===== config.mk =====
export PLATFORM = sky130hd
export DESIGN_NAME = smram_access_decode
export DESIGN_NICKNAME = d
export VERILOG_FILES = /design/src/logic/smram_pkg.sv /design/src/logic/smram_regs.sv /design/src/logic/smram_route.sv /design/src/logic/smram_access_decode.sv
export SDC_FILE = /design/constraint.sdc
export NUM_CORES = 1
export LEC_CHECK = 0
export BUFFER_PORTS_ARGS = -buffer_cell sky130_fd_sc_hd__buf_2
export CORE_MARGIN = 2
export CORE_UTILIZATION = 50
export DETAILED_ROUTE_END_ITERATION = 10
export GPL_TIMING_DRIVEN = 0
export PLACE_DENSITY = 0.79
export SLEW_MARGIN = 15
export SYNTH_ARGS = -nofsm -noshare
export SYNTH_HDL_FRONTEND = slang
export SYNTH_HIERARCHICAL = 1
export SYNTH_SLANG_ARGS = --single-unit

===== constraint.sdc =====
create_clock -name ref_clk_i -period 3.8 [get_ports ref_clk_i]
set_clock_uncertainty 0.05 [all_clocks]
set_input_delay 1.14 -clock ref_clk_i [delete_from_list [all_inputs] [get_ports ref_clk_i]]
set_output_delay 1.14 -clock ref_clk_i [all_outputs]
set_load 0.03 [all_outputs]

===== src/logic/smram_pkg.sv =====
// Purpose: Constants for the SMM RAM access decode block
// Assumes: 8-bit configuration registers, 32-bit processor addresses
// Notes:   Shared by the decode core, register file and request decoder
//
// Contract
// - Open, closed, lock ignored unless global enable
// - Open and unlocked lets non-SMM reach DRAM
// - Closed denies SMM data, code still passes; the top segment ignores closed and passes SMM data
// - Lock clears open, freezes lock-covered fields
// - Lock set by write, cleared only by reset
// - Global enable maps 128 KB at A0000h
// - Global enable needed for extended functions
// - Base segment read-only, hardwired to 010
// - Compatible window untranslated, else to downstream
// - High alias remapped to low compatible range
// - Flag invalid high or top access outside SMM
// - Flag sticks until software writes one
// - Cacheable and cache enable bits read one
// - Top segment size 1, 2, 8 MB below stolen
// - Only SMM requests, or any request when open and unlocked, reach enabled top segment
// - Top segment active with both enables set
// - Top of DRAM supplies address bits 31:27
package smram_pkg;

    // ----------------------------------------------------------------
    // Register offsets and reset values
    // ----------------------------------------------------------------
    localparam logic [7:0] TOP_LOW_USABLE_DRAM_OFS     = 8'h9c;
    localparam logic [7:0] SMM_RAM_CONTROL_OFS         = 8'h9d;
    localparam logic [7:0] EXTENDED_SMM_RAM_CONTROL_OFS = 8'h9e;
    localparam logic [7:0] SMM_RAM_CONTROL_RST         = 8'h02;
    localparam logic [7:0] EXTENDED_SMM_RAM_CONTROL_RST = 8'h38;
    localparam logic [4:0] TOP_LOW_USABLE_DRAM_RST     = 5'h01;

    // ----------------------------------------------------------------
    // Field positions, smm_ram_control
    // ----------------------------------------------------------------
    localparam int SPACE_OPEN_BIT   = 6;
    localparam int SPACE_CLOSED_BIT = 5;
    localparam int SPACE_LOCK_BIT   = 4;
    localparam int GLOBAL_EN_BIT    = 3;
    localparam logic [2:0] COMPAT_BASE_SEGMENT = 3'h2;

    // ----------------------------------------------------------------
    // Field positions, extended_smm_ram_control
    // ----------------------------------------------------------------
    localparam int HIGH_EN_BIT      = 7;
    localparam int INVALID_FLAG_BIT = 6;
    localparam int TOP_SEGMENT_SIZE_LSB    = 1;
    localparam int TOP_SEGMENT_ENABLE_BIT_BIT      = 0;
    localparam logic [2:0] CACHE_BITS_FIXED = 3'h7;

    // ----------------------------------------------------------------
    // Address windows
    // ----------------------------------------------------------------
    localparam logic [31:0] COMPAT_BASE = 32'h000a0000;
    localparam logic [31:0] COMPAT_LAST = 32'h000bffff;
    localparam logic [31:0] HIGH_BASE   = 32'hfeda0000;
    localparam logic [31:0] HIGH_LAST   = 32'hfedbffff;
    localparam logic [31:0] HIGH_TO_LOW = HIGH_BASE - COMPAT_BASE;
    localparam logic [31:0] MB_1        = 32'h00100000;
    localparam logic [31:0] MB_2        = 32'h00200000;
    localparam logic [31:0] MB_8        = 32'h00800000;

    // Route of a request
    typedef enum logic [1:0] {
        ROUTE_DRAM       = 2'b00,
        ROUTE_DOWNSTREAM = 2'b01,
        ROUTE_DENY       = 2'b11
    } route_e;

endpackage : smram_pkg


===== src/logic/smram_regs.sv =====
// Purpose: Configuration registers for SMM RAM control
// Assumes: One-cycle config write/read strobes on the core clock
// Notes:   Lock is cleared only by rst_n_i
`timescale 1ns/100ps
module smram_regs
    import smram_pkg::*;
(
    input  wire logic       ref_clk_i,     // Core clock
    input  wire logic       rst_n_i,       // Full reset, async low
    input  wire logic       cfg_wr_i,      // Write strobe
    input  wire logic [7:0] cfg_addr_i,    // Register offset
    input  wire logic [7:0] cfg_wdata_i,   // Write data
    input  wire logic       invalid_set_i, // Invalid access event
    output logic            open_o,        // Space open
    output logic            closed_o,      // Space closed
    output logic            lock_o,        // Space lock
    output logic            global_en_o,   // Global enable
    output logic            high_en_o,     // High alias enable
    output logic            flag_o,        // Invalid access flag
    output logic [1:0]      top_segment_size_o,   // Top segment size
    output logic            top_segment_enable_bit_o,     // Top segment enable
    output logic [4:0]      top_low_usable_dram_o        // Top of low usable DRAM
);

    // ----------------------------------------------------------------
    // Write decode
    // ----------------------------------------------------------------
    logic wr_smc;   // Write to smm_ram_control
    logic wr_esmc;  // Write to extended register
    logic wr_top_low_usable_dram; // Write to top of DRAM
    assign wr_smc   = cfg_wr_i && (cfg_addr_i == SMM_RAM_CONTROL_OFS);
    assign wr_esmc  = cfg_wr_i && (cfg_addr_i == EXTENDED_SMM_RAM_CONTROL_OFS);
    assign wr_top_low_usable_dram = cfg_wr_i && (cfg_addr_i == TOP_LOW_USABLE_DRAM_OFS);

    // Lock: set by write, never cleared by software
    always_ff @(posedge ref_clk_i or negedge rst_n_i) begin
        if (!rst_n_i) begin
            lock_o <= SMM_RAM_CONTROL_RST[SPACE_LOCK_BIT];
        end else if (wr_smc && cfg_wdata_i[SPACE_LOCK_BIT]) begin
            lock_o <= 1'b1;
        end
    end

    // Open: cleared by lock, frozen afterwards
    always_ff @(posedge ref_clk_i or negedge rst_n_i) begin
        if (!rst_n_i) begin
            open_o <= SMM_RAM_CONTROL_RST[SPACE_OPEN_BIT];
        end else if (wr_smc && !lock_o) begin
            // Lock written together with open still wins
            open_o <= cfg_wdata_i[SPACE_OPEN_BIT] && !cfg_wdata_i[SPACE_LOCK_BIT];
        end else if (lock_o) begin
            open_o <= 1'b0;
        end
    end

    // Closed stays writable; global enable freezes under lock
    always_ff @(posedge ref_clk_i or negedge rst_n_i) begin
        if (!rst_n_i) begin
            closed_o    <= SMM_RAM_CONTROL_RST[SPACE_CLOSED_BIT];
            global_en_o <= SMM_RAM_CONTROL_RST[GLOBAL_EN_BIT];
        end else if (wr_smc) begin
            closed_o <= cfg_wdata_i[SPACE_CLOSED_BIT];
            if (!lock_o) begin
                global_en_o <= cfg_wdata_i[GLOBAL_EN_BIT];
            end
        end
    end

    // Extended fields, frozen once locked
    always_ff @(posedge ref_clk_i or negedge rst_n_i) begin
        if (!rst_n_i) begin
            high_en_o   <= EXTENDED_SMM_RAM_CONTROL_RST[HIGH_EN_BIT];
            top_segment_size_o <= EXTENDED_SMM_RAM_CONTROL_RST[TOP_SEGMENT_SIZE_LSB +: 2];
            top_segment_enable_bit_o   <= EXTENDED_SMM_RAM_CONTROL_RST[TOP_SEGMENT_ENABLE_BIT_BIT];
        end else if (wr_esmc && !lock_o) begin
            high_en_o   <= cfg_wdata_i[HIGH_EN_BIT];
            top_segment_size_o <= cfg_wdata_i[TOP_SEGMENT_SIZE_LSB +: 2];
            top_segment_enable_bit_o   <= cfg_wdata_i[TOP_SEGMENT_ENABLE_BIT_BIT];
        end
    end

    // Invalid flag: set wins over write-one clear
    always_ff @(posedge ref_clk_i or negedge rst_n_i) begin
        if (!rst_n_i) begin
            flag_o <= EXTENDED_SMM_RAM_CONTROL_RST[INVALID_FLAG_BIT];
        end else if (invalid_set_i) begin
            flag_o <= 1'b1;
        end else if (wr_esmc && cfg_wdata_i[INVALID_FLAG_BIT]) begin
            flag_o <= 1'b0;
        end
    end

    // Top of low usable DRAM, bits 31:27
    always_ff @(posedge ref_clk_i or negedge rst_n_i) begin
        if (!rst_n_i) begin
            top_low_usable_dram_o <= TOP_LOW_USABLE_DRAM_RST;
        end else if (wr_top_low_usable_dram) begin
            top_low_usable_dram_o <= cfg_wdata_i[7:3];
        end
    end

    // Lock never falls outside reset
    property p_lock_sticky;
        @(posedge ref_clk_i) disable iff (!rst_n_i)
        lock_o |=> lock_o;
    endproperty
    a_lock_sticky: assert property (p_lock_sticky)
        else $error("lock bit cleared without reset");

    // Once locked, open is low and frozen fields hold
    property p_lock_freeze;
        @(posedge ref_clk_i) disable iff (!rst_n_i)
        ##1 $past(lock_o) |-> !open_o && $stable(top_segment_size_o) && $stable(high_en_o)
            && $stable(top_segment_enable_bit_o) && $stable(global_en_o);
    endproperty
    a_lock_freeze: assert property (p_lock_freeze)
        else $error("locked field changed");

    // Event and clear together keep the flag
    property p_flag_set;
        @(posedge ref_clk_i) disable iff (!rst_n_i)
        invalid_set_i |=> flag_o;
    endproperty
    a_flag_set: assert property (p_flag_set)
        else $error("invalid access flag not set");

    // Flag falls only on a write of one
    property p_flag_hold;
        @(posedge ref_clk_i) disable iff (!rst_n_i)
        flag_o && !(wr_esmc && cfg_wdata_i[INVALID_FLAG_BIT]) |=> flag_o;
    endproperty
    a_flag_hold: assert property (p_flag_hold)
        else $error("invalid access flag dropped");

endmodule : smram_regs


===== src/logic/smram_route.sv =====
// Purpose: Per-request SMM space routing decision
// Assumes: Control bits already registered
// Notes:   Purely combinational; caller registers the answer
`timescale 1ns/100ps
module smram_route
    import smram_pkg::*;
(
    input  wire logic [31:0] addr_i,     // Request address
    input  wire logic        smm_i,      // SMM attribute
    input  wire logic        code_i,     // Code fetch
    input  wire logic        open_i,     // Space open
    input  wire logic        closed_i,   // Space closed
    input  wire logic        lock_i,     // Space lock
    input  wire logic        global_i,   // Global enable
    input  wire logic        high_i,     // High enable
    input  wire logic [1:0]  tsize_i,    // Top segment size
    input  wire logic        ten_i,      // Top segment enable
    input  wire logic [4:0]  top_low_usable_dram_i,    // Top of DRAM bits 31:27
    input  wire logic [31:0] stolen_i,   // Graphics stolen bytes
    output route_e           route_o,    // Decision
    output logic [31:0]      dram_addr_o,// Translated address
    output logic             invalid_o   // Invalid access event
);

    // Top segment size in bytes; reserved code yields zero
    function automatic logic [31:0] top_segment_bytes(input logic [1:0] code);
        unique case (code)
            2'b00:   top_segment_bytes = MB_1;
            2'b01:   top_segment_bytes = MB_2;
            2'b10:   top_segment_bytes = MB_8;
            default: top_segment_bytes = 32'h0; // Reserved disables segment
        endcase
    endfunction : top_segment_bytes

    logic [31:0] top;      // First byte above usable DRAM
    logic [31:0] top_segment_top; // Top of segment
    logic [31:0] top_segment_bot; // Base of segment
    logic        in_comp;  // Compatible window hit
    logic        in_high;  // High alias hit
    logic        in_top_segment;  // Top segment hit
    logic        visible;  // SMM space visible for this request

    assign top      = {top_low_usable_dram_i, 27'h0};
    assign top_segment_top = top - stolen_i;
    assign top_segment_bot = top_segment_top - top_segment_bytes(tsize_i);
    assign in_comp  = (addr_i >= COMPAT_BASE) && (addr_i <= COMPAT_LAST);
    assign in_high  = (addr_i >= HIGH_BASE) && (addr_i <= HIGH_LAST);
    assign in_top_segment  = global_i && ten_i && (addr_i >= top_segment_bot)
                      && (addr_i < top_segment_top);

    // Controls only count with global enable
    always_comb begin
        visible = 1'b0;
        if (global_i) begin
            if (open_i && !lock_i) begin
                visible = 1'b1;
            end else if (smm_i) begin
                visible = code_i || !closed_i;
            end
        end
    end

    // Decision per request
    always_comb begin
        route_o     = ROUTE_DOWNSTREAM;
        dram_addr_o = addr_i;
        invalid_o   = 1'b0;
        if (in_comp) begin
            // Untranslated; downstream when hidden
            route_o = visible ? ROUTE_DRAM : ROUTE_DOWNSTREAM;
        end else if (in_high && global_i && high_i) begin
            if (visible) begin
                route_o     = ROUTE_DRAM;
                dram_addr_o = addr_i - HIGH_TO_LOW;
            end else begin
                route_o = ROUTE_DOWNSTREAM;
            end
            invalid_o = !smm_i && !open_i;
        end else if (in_top_segment) begin
            route_o   = (smm_i || (open_i && !lock_i)) ? ROUTE_DRAM
                                                        : ROUTE_DOWNSTREAM;
            invalid_o = !smm_i && !open_i;
        end else if (addr_i < top) begin
            route_o = ROUTE_DRAM;
        end
    end

endmodule : smram_route


===== src/logic/smram_access_decode.sv =====
// Purpose: SMM RAM decode and protection top
// Assumes: Request valid is a one-cycle pulse from the host interface
// Notes:   Answer is registered, one cycle after the request
`timescale 1ns/100ps
module smram_access_decode
    import smram_pkg::*;
(
    input  wire logic        ref_clk_i,    // Core clock 125 MHz
    input  wire logic        rst_n_i,      // Full reset, async low
    input  wire logic        cfg_wr_i,     // Config write strobe
    input  wire logic        cfg_rd_i,     // Config read strobe
    input  wire logic [7:0]  cfg_addr_i,   // Config offset
    input  wire logic [7:0]  cfg_wdata_i,  // Config write data
    output logic [7:0]       cfg_rdata_o,  // Config read data
    input  wire logic        req_valid_i,  // Request strobe
    input  wire logic [31:0] req_addr_i,   // Request address
    input  wire logic        req_smm_i,    // SMM attribute
    input  wire logic        req_code_i,   // Code reference
    input  wire logic [31:0] stolen_size_i,// Graphics stolen size, bytes
    output logic             rsp_valid_o,  // Answer strobe
    output logic [1:0]       rsp_route_o,  // Route code
    output logic [31:0]      rsp_addr_o    // DRAM address
);

    // ----------------------------------------------------------------
    // Registers
    // ----------------------------------------------------------------
    logic       open_b;     // Space open
    logic       closed_b;   // Space closed
    logic       lock_b;     // Space lock
    logic       global_b;   // Global enable
    logic       high_b;     // High enable
    logic       flag_b;     // Invalid flag
    logic [1:0] tsize_b;    // Top segment size
    logic       ten_b;      // Top segment enable
    logic [4:0] top_low_usable_dram_b;    // Top of DRAM
    logic       inv_event;  // Invalid access this cycle
    route_e     route;      // Decision
    logic [31:0] xaddr;     // Translated address
    logic        inv_raw;   // Decoder invalid indication

    smram_regs u_regs (
        .ref_clk_i     (ref_clk_i),
        .rst_n_i       (rst_n_i),
        .cfg_wr_i      (cfg_wr_i),
        .cfg_addr_i    (cfg_addr_i),
        .cfg_wdata_i   (cfg_wdata_i),
        .invalid_set_i (inv_event),
        .open_o        (open_b),
        .closed_o      (closed_b),
        .lock_o        (lock_b),
        .global_en_o   (global_b),
        .high_en_o     (high_b),
        .flag_o        (flag_b),
        .top_segment_size_o   (tsize_b),
        .top_segment_enable_bit_o     (ten_b),
        .top_low_usable_dram_o       (top_low_usable_dram_b)
    );

    // ----------------------------------------------------------------
    // Request decode
    // ----------------------------------------------------------------
    smram_route u_route (
        .addr_i      (req_addr_i),
        .smm_i       (req_smm_i),
        .code_i      (req_code_i),
        .open_i      (open_b),
        .closed_i    (closed_b),
        .lock_i      (lock_b),
        .global_i    (global_b),
        .high_i      (high_b),
        .tsize_i     (tsize_b),
        .ten_i       (ten_b),
        .top_low_usable_dram_i     (top_low_usable_dram_b),
        .stolen_i    (stolen_size_i),
        .route_o     (route),
        .dram_addr_o (xaddr),
        .invalid_o   (inv_raw)
    );

    // Only a real request raises the flag
    assign inv_event = req_valid_i && inv_raw;

    // Answer registered per request
    always_ff @(posedge ref_clk_i or negedge rst_n_i) begin
        if (!rst_n_i) begin
            rsp_valid_o <= 1'b0;
            rsp_route_o <= ROUTE_DOWNSTREAM;
            rsp_addr_o  <= 32'h0;
        end else begin
            rsp_valid_o <= req_valid_i;
            if (req_valid_i) begin
                rsp_route_o <= route;
                rsp_addr_o  <= xaddr;
            end
        end
    end

    // ----------------------------------------------------------------
    // Config read
    // ----------------------------------------------------------------
    // Registered read data; unmapped offsets read zero
    always_ff @(posedge ref_clk_i or negedge rst_n_i) begin
        if (!rst_n_i) begin
            cfg_rdata_o <= 8'h00;
        end else if (cfg_rd_i) begin
            unique case (cfg_addr_i)
                SMM_RAM_CONTROL_OFS:
                    cfg_rdata_o <= {1'b0, open_b, closed_b, lock_b, global_b,
                                    COMPAT_BASE_SEGMENT};
                EXTENDED_SMM_RAM_CONTROL_OFS:
                    cfg_rdata_o <= {high_b, flag_b, CACHE_BITS_FIXED,
                                    tsize_b, ten_b};
                TOP_LOW_USABLE_DRAM_OFS:
                    cfg_rdata_o <= {top_low_usable_dram_b, 3'h0};
                default:
                    cfg_rdata_o <= 8'h00;
            endcase
        end
    end

    // ----------------------------------------------------------------
    // Checks
    // ----------------------------------------------------------------
    // Without global enable, compatible window never reaches DRAM
    property p_global_gate;
        @(posedge ref_clk_i) disable iff (!rst_n_i)
        req_valid_i && !global_b && req_addr_i >= COMPAT_BASE
            && req_addr_i <= COMPAT_LAST
        |=> rsp_valid_o && rsp_route_o == ROUTE_DOWNSTREAM;
    endproperty
    a_global_gate: assert property (p_global_gate)
        else $error("compatible window reached DRAM while disabled");

    // Open and unlocked: non-SMM compatible access reaches DRAM
    property p_open_visible;
        @(posedge ref_clk_i) disable iff (!rst_n_i)
        req_valid_i && global_b && open_b && !lock_b && !req_smm_i
            && req_addr_i >= COMPAT_BASE && req_addr_i <= COMPAT_LAST
        |=> rsp_route_o == ROUTE_DRAM && rsp_addr_o == $past(req_addr_i);
    endproperty
    a_open_visible: assert property (p_open_visible)
        else $error("open space not visible");

    // Closed denies data but not code
    property p_closed_data;
        @(posedge ref_clk_i) disable iff (!rst_n_i)
        req_valid_i && global_b && closed_b && !open_b && req_smm_i
            && req_addr_i >= COMPAT_BASE && req_addr_i <= COMPAT_LAST
        |=> rsp_route_o == ($past(req_code_i) ? ROUTE_DRAM : ROUTE_DOWNSTREAM);
    endproperty
    a_closed_data: assert property (p_closed_data)
        else $error("closed space routing wrong");

    // High alias remaps for SMM
    property p_high_remap;
        @(posedge ref_clk_i) disable iff (!rst_n_i)
        req_valid_i && global_b && high_b && req_smm_i && !closed_b
            && req_addr_i >= HIGH_BASE && req_addr_i <= HIGH_LAST
        |=> rsp_route_o == ROUTE_DRAM
            && rsp_addr_o == $past(req_addr_i) - HIGH_TO_LOW;
    endproperty
    a_high_remap: assert property (p_high_remap)
        else $error("high alias not remapped");

    // Fixed read-only bits
    property p_fixed_bits;
        @(posedge ref_clk_i) disable iff (!rst_n_i)
        cfg_rd_i && cfg_addr_i == EXTENDED_SMM_RAM_CONTROL_OFS
        |=> cfg_rdata_o[5:3] == CACHE_BITS_FIXED;
    endproperty
    a_fixed_bits: assert property (p_fixed_bits)
        else $error("cache bits not one");

    // Base segment reads fixed
    property p_base_seg;
        @(posedge ref_clk_i) disable iff (!rst_n_i)
        cfg_rd_i && cfg_addr_i == SMM_RAM_CONTROL_OFS
        |=> cfg_rdata_o[2:0] == COMPAT_BASE_SEGMENT;
    endproperty
    a_base_seg: assert property (p_base_seg)
        else $error("base segment not hardwired");

    // Non-SMM high access outside open raises flag in the next cycle
    property p_invalid_flag;
        @(posedge ref_clk_i) disable iff (!rst_n_i)
        req_valid_i && global_b && high_b && !req_smm_i && !open_b
            && req_addr_i >= HIGH_BASE && req_addr_i <= HIGH_LAST
        |=> flag_b ##0 rsp_route_o == ROUTE_DOWNSTREAM;
    endproperty
    a_invalid_flag: assert property (p_invalid_flag)
        else $error("invalid access not flagged");

    // Every answer comes one cycle after a request
    property p_one_answer;
        @(posedge ref_clk_i) disable iff (!rst_n_i)
        rsp_valid_o |-> $past(req_valid_i);
    endproperty
    a_one_answer: assert property (p_one_answer)
        else $error("answer without request");

endmodule : smram_access_decode


After elaboration in Yosys (flattened, before gate mapping)
Cells that the tools add are included.

word-level totals
  register bits after elaboration = 57
  latch bits = 0
  RAM bits = 0
  memory bits (read-only) = 0
  input port bits = 87
  output and inout bits = 43
  logic and storage cells = 79
  memories = 0

cells by class
  add/sub/neg operators = 3
  multiply operators = 0
  divide/modulo/power cells = 0
  $lt $le $gt $ge = 7
  equality and inequality tests = 5
  shift-type cells = 0
  muxes and demuxes = 21
  bitwise operators = 1
  reduce and logical (&&, ||, !) cells = 29

operators by type and width
  kind                                                                  count
  2-to-1 mux 32 bit                                                     3
  case mux 24 bit (3 select lines)                                      1
  < comparator 32 bit                                                   2
  greater-or-equal comparator 32 x 20 -> 1 bit (second input constant)  1
  greater-or-equal comparator 32 bit                                    1
  greater-or-equal comparator 32 bit (second input constant)            1
  <= comparator 32 x 20 -> 1 bit (second input constant)                1
  <= comparator 32 bit (second input constant)                          1
  subtractor 32 x 24 -> 32 bit                                          1
  subtractor 32 bit                                                     1
  subtractor 32 bit (second input constant)                             1
  == test 8 bit (second input constant)                                 3
  case mux 8 bit (3 select lines)                                       1
  logical AND 1 bit                                                     18
  2-to-1 mux 1 bit                                                      13
  2-to-1 mux 2 bit                                                      3
  logical NOT 1 bit                                                     5
  nonzero test 2 bit                                                    2
  == test 2 x 1 -> 1 bit (second input constant)                        1
  == test 2 bit (second input constant)                                 1
  logical NOT 2 bit                                                     1
  logical OR 1 bit                                                      2
  AND reduction 2 bit                                                   1
  NOT 1 bit                                                             1

Longest topological paths before layout
Gate-level depths: netlist of the first run.

  depth in word-level cells = 11
  gate-level depth with buffers = 27
  mapped depth without buffers = 27

By module
The synthesis of the first run kept the hierarchy.

modules (own cells, without submodules)
  module               instances  cells an instance  area each (µm²)  seq. area each (µm²)
  smram_route          1          385                2773.9           0.0
  smram_access_decode  1          118                1773.0           1077.3
  smram_regs           1          42                 644.4            351.6

Worst setup path after synthesis of the first run
OpenSTA, ideal clock, no wires.

  kind = input port to flip-flop
  start point = in stolen_size_i[0]
  end point = reg u_regs.flag_o
  library setup time = 0.066 ns
  arrival = 5.805 ns
  required time = 3.684 ns
  setup slack = -2.122 ns
  cell stages on the path = 24
  path buffers = 0
  path through = inv_1 > ha_1 > or4b_1 > nor3_2 > nand2_1 > or3_1 > xnor2_1 > ha_1 > fa_1 > o21ai_0 > maj3_2 > nand3b_1 > nor2_1 > xnor2_1 > ha_1 > nand4_1 > nor3_1 > o221ai_1 > a211o_1 > a41oi_1 > nand2_1 > a2111oi_2 > and2_1 > nand2b_1

on the way
  cells in the longest elaborated chain, start to end = 10
  elaborated cells between the ends (all ways) = 12
  those cells by class = add/sub: 2; order compare: 2; mux: 4; reduce/logical: 4

RTL lines
  element                                                 line                       text
  start, declared                                         smram_access_decode.sv:19  input wire logic [31:0] stolen_size_i,
  subtractor 32 bit *                                     smram_route.sv:44          assign top_segment_top = top - stolen_i;
  subtractor 32 x 24 -> 32 bit                            smram_route.sv:45          assign top_segment_bot = top_segment_top - top_segment_bytes(tsize_i);
  greater-or-equal comparator 32 bit                      smram_route.sv:48          assign in_top_segment = global_i && ten_i && (addr_i >= top_segment_bot)
  logical AND 1 bit                                       smram_route.sv:48
  logical AND 1 bit *                                     smram_route.sv:49          && (addr_i < top_segment_top);
  2-to-1 mux 1 bit *                                      smram_route.sv:79          end else if (in_top_segment) begin
  2-to-1 mux 1 bit *                                      smram_route.sv:71          end else if (in_high && global_i && high_i) begin
  2-to-1 mux 1 bit *                                      smram_route.sv:68          if (in_comp) begin
  via inv_raw                                             smram_access_decode.sv:40  logic inv_raw;
  logical AND 1 bit *                                     smram_access_decode.sv:82  assign inv_event = req_valid_i && inv_raw;
  via inv_event                                           smram_access_decode.sv:37  logic inv_event;
  2-to-1 mux 1 bit or nonzero test 2 bit (tied branches)  --
  end signal, assigned                                    smram_regs.sv:85           flag_o <= EXTENDED_SMM_RAM_CONTROL_RST[INVALID_FLAG_BIT];
  end, declared                                           smram_regs.sv:19           output logic flag_o,

The timed path passes the listed nets; every way through them passes the cells marked *.
A chain may end at the register's enable or synchronous reset.

Worst setup path in the final report of the first run
  start point = in stolen_size_i[3]
  end point = reg u_regs.flag_o

The elaborated chain is that of the path after synthesis.

==> impl_metrics.ini, run 1 <==
[outcome]
status = finished, violations left
failed_checks = negative setup slack

[min_path]
worstHoldPathType = flip-flop to flip-flop
hold_depth = 2
holdCritStartpoint = cfg_rdata_o[4]
hold_end = cfg_rdata_o[4]

[grt]
antenna_found_initial = 0
grt_pass1_wl_um = 23700
grt_pass1_vias = 4831
grt_max_degree = 58
grtUsageTotal_pct = 26.7
grt.overflow.total = 0

[timing]
finalCriticalPeriod_ns = 5.91
fin_setup_tns_ns = -4.19
setup_viol = 2
min_period_over_period_pct = 155
timing.final.ws_setup_ns = -2.11
slew_viol_final = 0
slew_headroom_pct = 52.3
worst_slew_pin_slew_ns = 0.715
finalHoldViolations = 0
rsz0062_at_grt = true
fmax_mhz = 169

[clock_tree]
clock_path_buffers = 2
clk_pin_slew_worst_paths_ns = 0.06
cts_made_buffers = 9
cts_hold_buf = 0
cts.sinks = 57
clock_tree.root_cell = clkbuf_8
cts_tree = yes
clock_latency_ns = 0.34
h-tree-depth = 3

[pwr]
ir_worst_vdd_v = 0.000246
power.leakage_uw = 0.00306
power_density_mw_per_mm2 = 279

[critical_path]
r2r_start = u_regs/top_low_usable_dram_o[0]
critPathMaxFanout = 6
critPathKind = input pin to flip-flop
r2r_end = rsp_route_o[0]
worst_setup_path_end_kind = flip-flop
r2r_cells = 16
cp-start-kind = input pin
r2r_slack_ns = -0.60
cp_data_required_time_ns = 4.03
cp_data_arrival_time_ns = 6.14

[floorplanning]
row_count = 37
fp.dieH_um = 106
dieArea_mm2 = 0.0112
coreArea_mm2 = 0.0102
start_util_pct = 51.0
fp.dieW_um = 106
io-pin-count = 130

[synth]
yosys.area.top_type = dfrtp_1
synth.yosys.warnings = 6
yosysUniqueCellTypes = 79
ys_seq_elements = 57
synthArstFlopShare_pct = 100
avgSynthCellArea_um2 = 9.53
synth_top_area_share_pct = 26.5
synthFlopType = dfrtp_1
syn_inst = 545
yosysSeqAreaShare_pct = 27.5
synth_edf_count = 0
netlist_area_mm2 = 0.00519
synth_nets = 687
synth.area.top_cells = dfrtp_1, ha_1, mux2_2

[placement]
gp_congestion = 0.951
pre_cts_slack_ns = -2.94
placed_cell_area_mm2 = 0.00606
port_buffers = 128
dp_hpwl_um = 11400

[routing]
vias_per_cell = 5.64
vias = 4776
drc_errors = 0
first_pass_iters = 5
ant_nets = 0
wl_per_cell_um = 17.3
dr.first_iter.drc_count = 288
routed_wl_um = 14700

[finish]
area_delta_synth_final_pct = 27.3
finalInstanceArea_mm2 = 0.00661
layout_commonest_cell = buf_2
final_cell_mix = buf_2, dfrtp_1, ha_1, buf_4, mux2_2
drive_above_1_share_pct = 42.6
nNetsFinal = 848
nFillCells = 840
antenna_cells = 0

[run]
maxCapViolations = 0
[registers in the layout (all words and copies together), names as in the netlist]
| register | count |
|---|---|
| rsp_addr_o | 32 |
| cfg_rdata_o | 8 |
| u_regs/top_low_usable_dram_o | 5 |
| rsp_route_o | 2 |
| u_regs/top_segment_size_o | 2 |
| rsp_valid_o | 1 |
| u_regs/closed_o | 1 |
| u_regs/flag_o | 1 |
| u_regs/global_en_o | 1 |
| u_regs/high_en_o | 1 |
| u_regs/lock_o | 1 |
| u_regs/open_o | 1 |
| u_regs/top_segment_enable_bit_o | 1 |
[final cells by class]
class	instances	area [um^2]	area share (%)
Buffer	31	229	3.46
Tap cell	136	170	2.57
Multi-Input combinational cell	429	3630	54.9
Timing Repair Buffer	150	840	12.7
Clock inverter	2	10.0	0.151
Sequential cell	57	1430	21.6
Clock buffer	14	183	2.76
Inverter	28	123	1.86
[synth_stat cells, drive strengths merged (5+ instances only)]
library cell  count
a21oi            19
a41oi             6
and2              6
and4              5
buf              30
dfrtp            55
ha               54
inv              28
mux2             46
nand2            45
nand2b           13
nand3            10
nand4            15
nor2             36
nor2b            10
nor3             12
nor4             19
o21ai            16
o31ai             8
or3               5
or4               5
xnor2            21
xor2             18
[logic make-up after synthesis]
family / count (synthesis) / synth area share (%)
AO/OA/AOI/OAI: 83 / 11.3
adder cells (fa/ha/maj): 57 / 13.8
other: 1 / 0.0722
buffers and inverters: 59 / 6.39
XOR/XNOR: 39 / 6.94
AND/OR/NAND/NOR: 200 / 23.4
multiplexers: 49 / 10.6
flip-flops: 57 / 27.5
[power breakdown]
part | internal [uW] | switching [uW]
clock | 306 | 233
combinational | 257 | 361
sequential | 656 | 34.1
[how the worst max path moves through the flow]
stage	from	to	slack, ns
global route	stolen_size_i[3]	u_regs/flag_o	-2.33
floorplan	stolen_size_i[1]	u_regs/flag_o	-2.02
detailed placement	stolen_size_i[17]	u_regs/flag_o	-2.94
global placement	stolen_size_i[1]	u_regs/flag_o	-2.73
CTS	stolen_size_i[0]	u_regs/flag_o	-2.01
finish	stolen_size_i[3]	u_regs/flag_o	-2.11
[metrics by stage]
stage	util, %	cells	power, uW	hold WS, ns
2_1_floorplan	-	545	1060	0.416
3_3_place_gp	59.5	809	1250	0.415
3_5_place_dp	59.5	809	1270	0.425
4_1_cts	64.2	842	1840	0.440
5_1_grt	64.9	847	1940	0.457
6_report	64.9	847	1850	0.437
[critical path, stage by stage]
cell and delay, ns:
buf_2 0.12, or4_1 0.52, buf_4 0.18, nor4_4 0.26
and2_4 0.21, nand3_2 0.09, xor2_2 0.22, ha_1 0.31
a21oi_2 0.14, o21ai_2 0.08, maj3_2 0.33, nor2_4 0.13
nand3_2 0.11, xnor2_2 0.18, ha_4 0.29, nand2_1 0.06
nor2_2 0.12, a2111oi_2 0.08, o21ai_1 0.17, o221ai_1 0.14
a211o_1 0.33, a41oi_2 0.21, nand2_1 0.10, a2111oi_2 0.31
and2_1 0.17, nand2b_4 0.11
[what timing repair did]
item                                    CTS  global route
buffers inserted                         17             5
endpoints found under the setup margin    2             3
pin swaps                                29            23
gates resized for setup                  28            11
[layer usage]
layer | share of wire, % | vias to the layer above | GRT usage, % | routed length (um)
met4 | 2.1 | 0 | 9.40 | 307
met2 | 48 | 139 | 44.1 | 7010
met1 | 46 | 2297 | 35.6 | 6710
li1 | - | 2316 | - | -
met5 | 0 | - | 0 | 0
met3 | 4.5 | 24 | 4.11 | 659
(Power assumes the default switching activity.)
==> run 2, diff against run 1 <==
--- a/config.mk
+++ b/config.mk
@@ -5,7 +5,7 @@
 export SDC_FILE = /design/constraint.sdc
 export NUM_CORES = 1
 export LEC_CHECK = 0
-export BUFFER_PORTS_ARGS = -buffer_cell sky130_fd_sc_hd__buf_2
+export BUFFER_PORTS_ARGS = -buffer_cell sky130_fd_sc_hd__clkbuf_2
 export CORE_MARGIN = 2
 export CORE_UTILIZATION = 50
 export DETAILED_ROUTE_END_ITERATION = 10
==> constraint.sdc (replaced) <==
create_clock -name ref_clk_i -period 4.8 [get_ports ref_clk_i]
set_clock_uncertainty 0.05 [all_clocks]
set_input_delay 1.44 -clock ref_clk_i [delete_from_list [all_inputs] [get_ports ref_clk_i]]
set_output_delay 1.44 -clock ref_clk_i [all_outputs]
set_load 0.03 [all_outputs]
==> run 2 against run 1 <==
  * The flow still finishes with violations (negative setup slack)
  * Final cell count stayed put
  * Global-route usage is 0.38 points higher
  * Worst setup slack better by 0.64 ns
  * Largest cell class unchanged
==> impl_metrics.ini, run 2 (synthesis gave the netlist of run 1 again) <==
[critical_path]
worst_setup_path_end_kind = flip-flop
cp_num_cells = 27
cpPeakStageDelay_ns = 0.43
r2r_end = u_regs/flag_o
r2r_cells = 16
r2r_start = u_regs/top_low_usable_dram_o[0]
critical-path-top-delay-family = compound AO/OA/AOI/OAI gates
critPathMaxFanout = 5
r2r_slack_ns = 0.44
crit_top_cell = buf_6
critPathKind = input pin to flip-flop
cp_data_arrival_time_ns = 6.50
endpoint = rsp_route_o[0]
cpMaxStageDelayCell = or4_4
cp-start-kind = input pin
path_buf_inv = 6
setup.worst_path.start = stolen_size_i[0]
cp_data_required_time_ns = 5.03

[grt]
grt_max_degree = 58
grt.overflow.total = 0
grt_pass1_wl_um = 24000
antenna_found_initial = 0
grt_pass1_vias = 4896
grtUsageTotal_pct = 27.0

[routing]
dr.first_iter.drc_count = 331
routed_wl_um = 15200
first_pass_iters = 5
ant_nets = 0
vias_per_cell = 5.79
routed-wl-met2_um = 7220
top_layer = met4
met1_length_um = 6690
vias = 4908
drc_errors = 0
wl_per_cell_um = 17.9
met3_length_um = 819

[clock_tree]
cts_tree = yes
h-tree-depth = 3
cts_made_buffers = 9
clock_tree.root_cell = clkbuf_8
cts.sinks = 57
clock_path_buffers = 2
clock_latency_ns = 0.35
cts_hold_buf = 0
clk_pin_slew_worst_paths_ns = 0.07

[finish]
seq_area_mm2 = 0.00143
finalNonFillerCells = 847
antenna_cells = 0
nFillCells = 834
nNetsFinal = 848
largest_reg_flops = 32
area_delta_synth_final_pct = 28.9
reg_top3 = rsp_addr_o x32, cfg_rdata_o x8, u_regs/top_low_usable_dram_o x5
layout_commonest_cell = clkbuf_2
fin_util_pct = 65.7
final_cell_mix = clkbuf_2, dfrtp_1, ha_1, mux2_2, buf_4
top_register = rsp_addr_o
multiInputGateArea_mm2 = 0.00367
drive_above_1_share_pct = 42.6

[placement]
pre_cts_slack_ns = -2.15
gp_congestion = 0.964
port_buffers = 128
numPlacedInstances = 809
dp_hpwl_um = 11600

[floorplanning]
coreArea_mm2 = 0.0102
row_count = 37
start_util_pct = 51.0
io-pin-count = 130
dieArea_mm2 = 0.0112
fp.dieW_um = 106
fp.dieH_um = 106

[timing]
slew_viol_final = 0
finalHoldViolations = 0
timing.final.ws_setup_ns = -1.47
rsz0062_at_grt = true
setup_viol = 2
min_period_over_period_pct = 131
worst_slew_pin_slew_ns = 0.785
fmax_mhz = 160
slew_headroom_pct = 47.6
finalCriticalPeriod_ns = 6.27

[min_path]
worstHoldPathType = flip-flop to flip-flop

[pwr]
power_density_mw_per_mm2 = 224
power.leakage_uw = 0.00310
ir_worst_vdd_v = 0.000176

[outcome]
failed_checks = negative setup slack
status = finished, violations left

[run]
maxCapViolations = 0
## run 2: cell types whose count changed in the layout (fill, tap and decap cells not counted), moves of 2 or more
cell	before	now
buf_6	3	6
clkbuf_2	0	125
clkbuf_16	0	2
clkbuf_8	13	11
buf_2	127	3
buf_4	48	43
## run 2: cell type report
cell class / instances / area share, %
multi-input cells: 429 / 54.9
flip-flops and latches: 57 / 21.4
repair buffers: 150 / 12.9
plain buffers: 31 / 3.48
well taps: 136 / 2.54
clock buffers: 13 / 2.38
inverters: 28 / 1.87
clock inverters: 3 / 0.599
## run 2: metrics by stage
stage          TNS [ns]  hold slack, ns  cell area [um^2]  power, uW
2_1_floorplan     -2.51           0.416              5250        835
4_1_cts           -2.46           0.443              6550       1490
3_5_place_dp      -4.20           0.426              6060       1000
5_1_grt           -3.15           0.469              6690       1580
3_3_place_gp      -3.99           0.420              6060        986
6_report          -2.86           0.439              6690       1500
## run 2: worst min path at each step
stage	cells after the start	start	slack (ns)	endpoint
after floorplan	2	u_regs/flag_o	0.42	u_regs/flag_o
after global placement	2	cfg_rdata_o[6]	0.42	cfg_rdata_o[6]
after detailed placement	2	cfg_rdata_o[4]	0.43	cfg_rdata_o[4]
after CTS	2	cfg_rdata_o[4]	0.44	cfg_rdata_o[4]
after global routing	2	cfg_rdata_o[4]	0.47	cfg_rdata_o[4]
final	2	cfg_rdata_o[3]	0.44	cfg_rdata_o[3]
## run 2: what timing repair did
action / in CTS / in global routing
gates resized for setup: 32 / 15
pin swaps: 28 / 18
setup buffers: 15 / 7
setup endpoints to repair: 2 / 2
## run 2: power by group
group / switching [uW] / total [uW] / leakage (uW) / internal [uW]
combinational: 291 / 498 / 0.00229 / 207
clock: 189 / 456 / 0.000103 / 267
sequential: 28.0 / 547 / 0.000708 / 519
## run 2: routing by layer
metal  vias up  GRT usage, %
met4         0          11.4
met1      2375          36.2
met2       185          43.6
met5         -             0
met3        35          4.17
li1       2313             -
## run 2: tightest hold or removal path: stages, from the launching register on
cell     delay, ns
dfrtp_1       0.35
nand2_1       0.06
o31ai_1       0.05
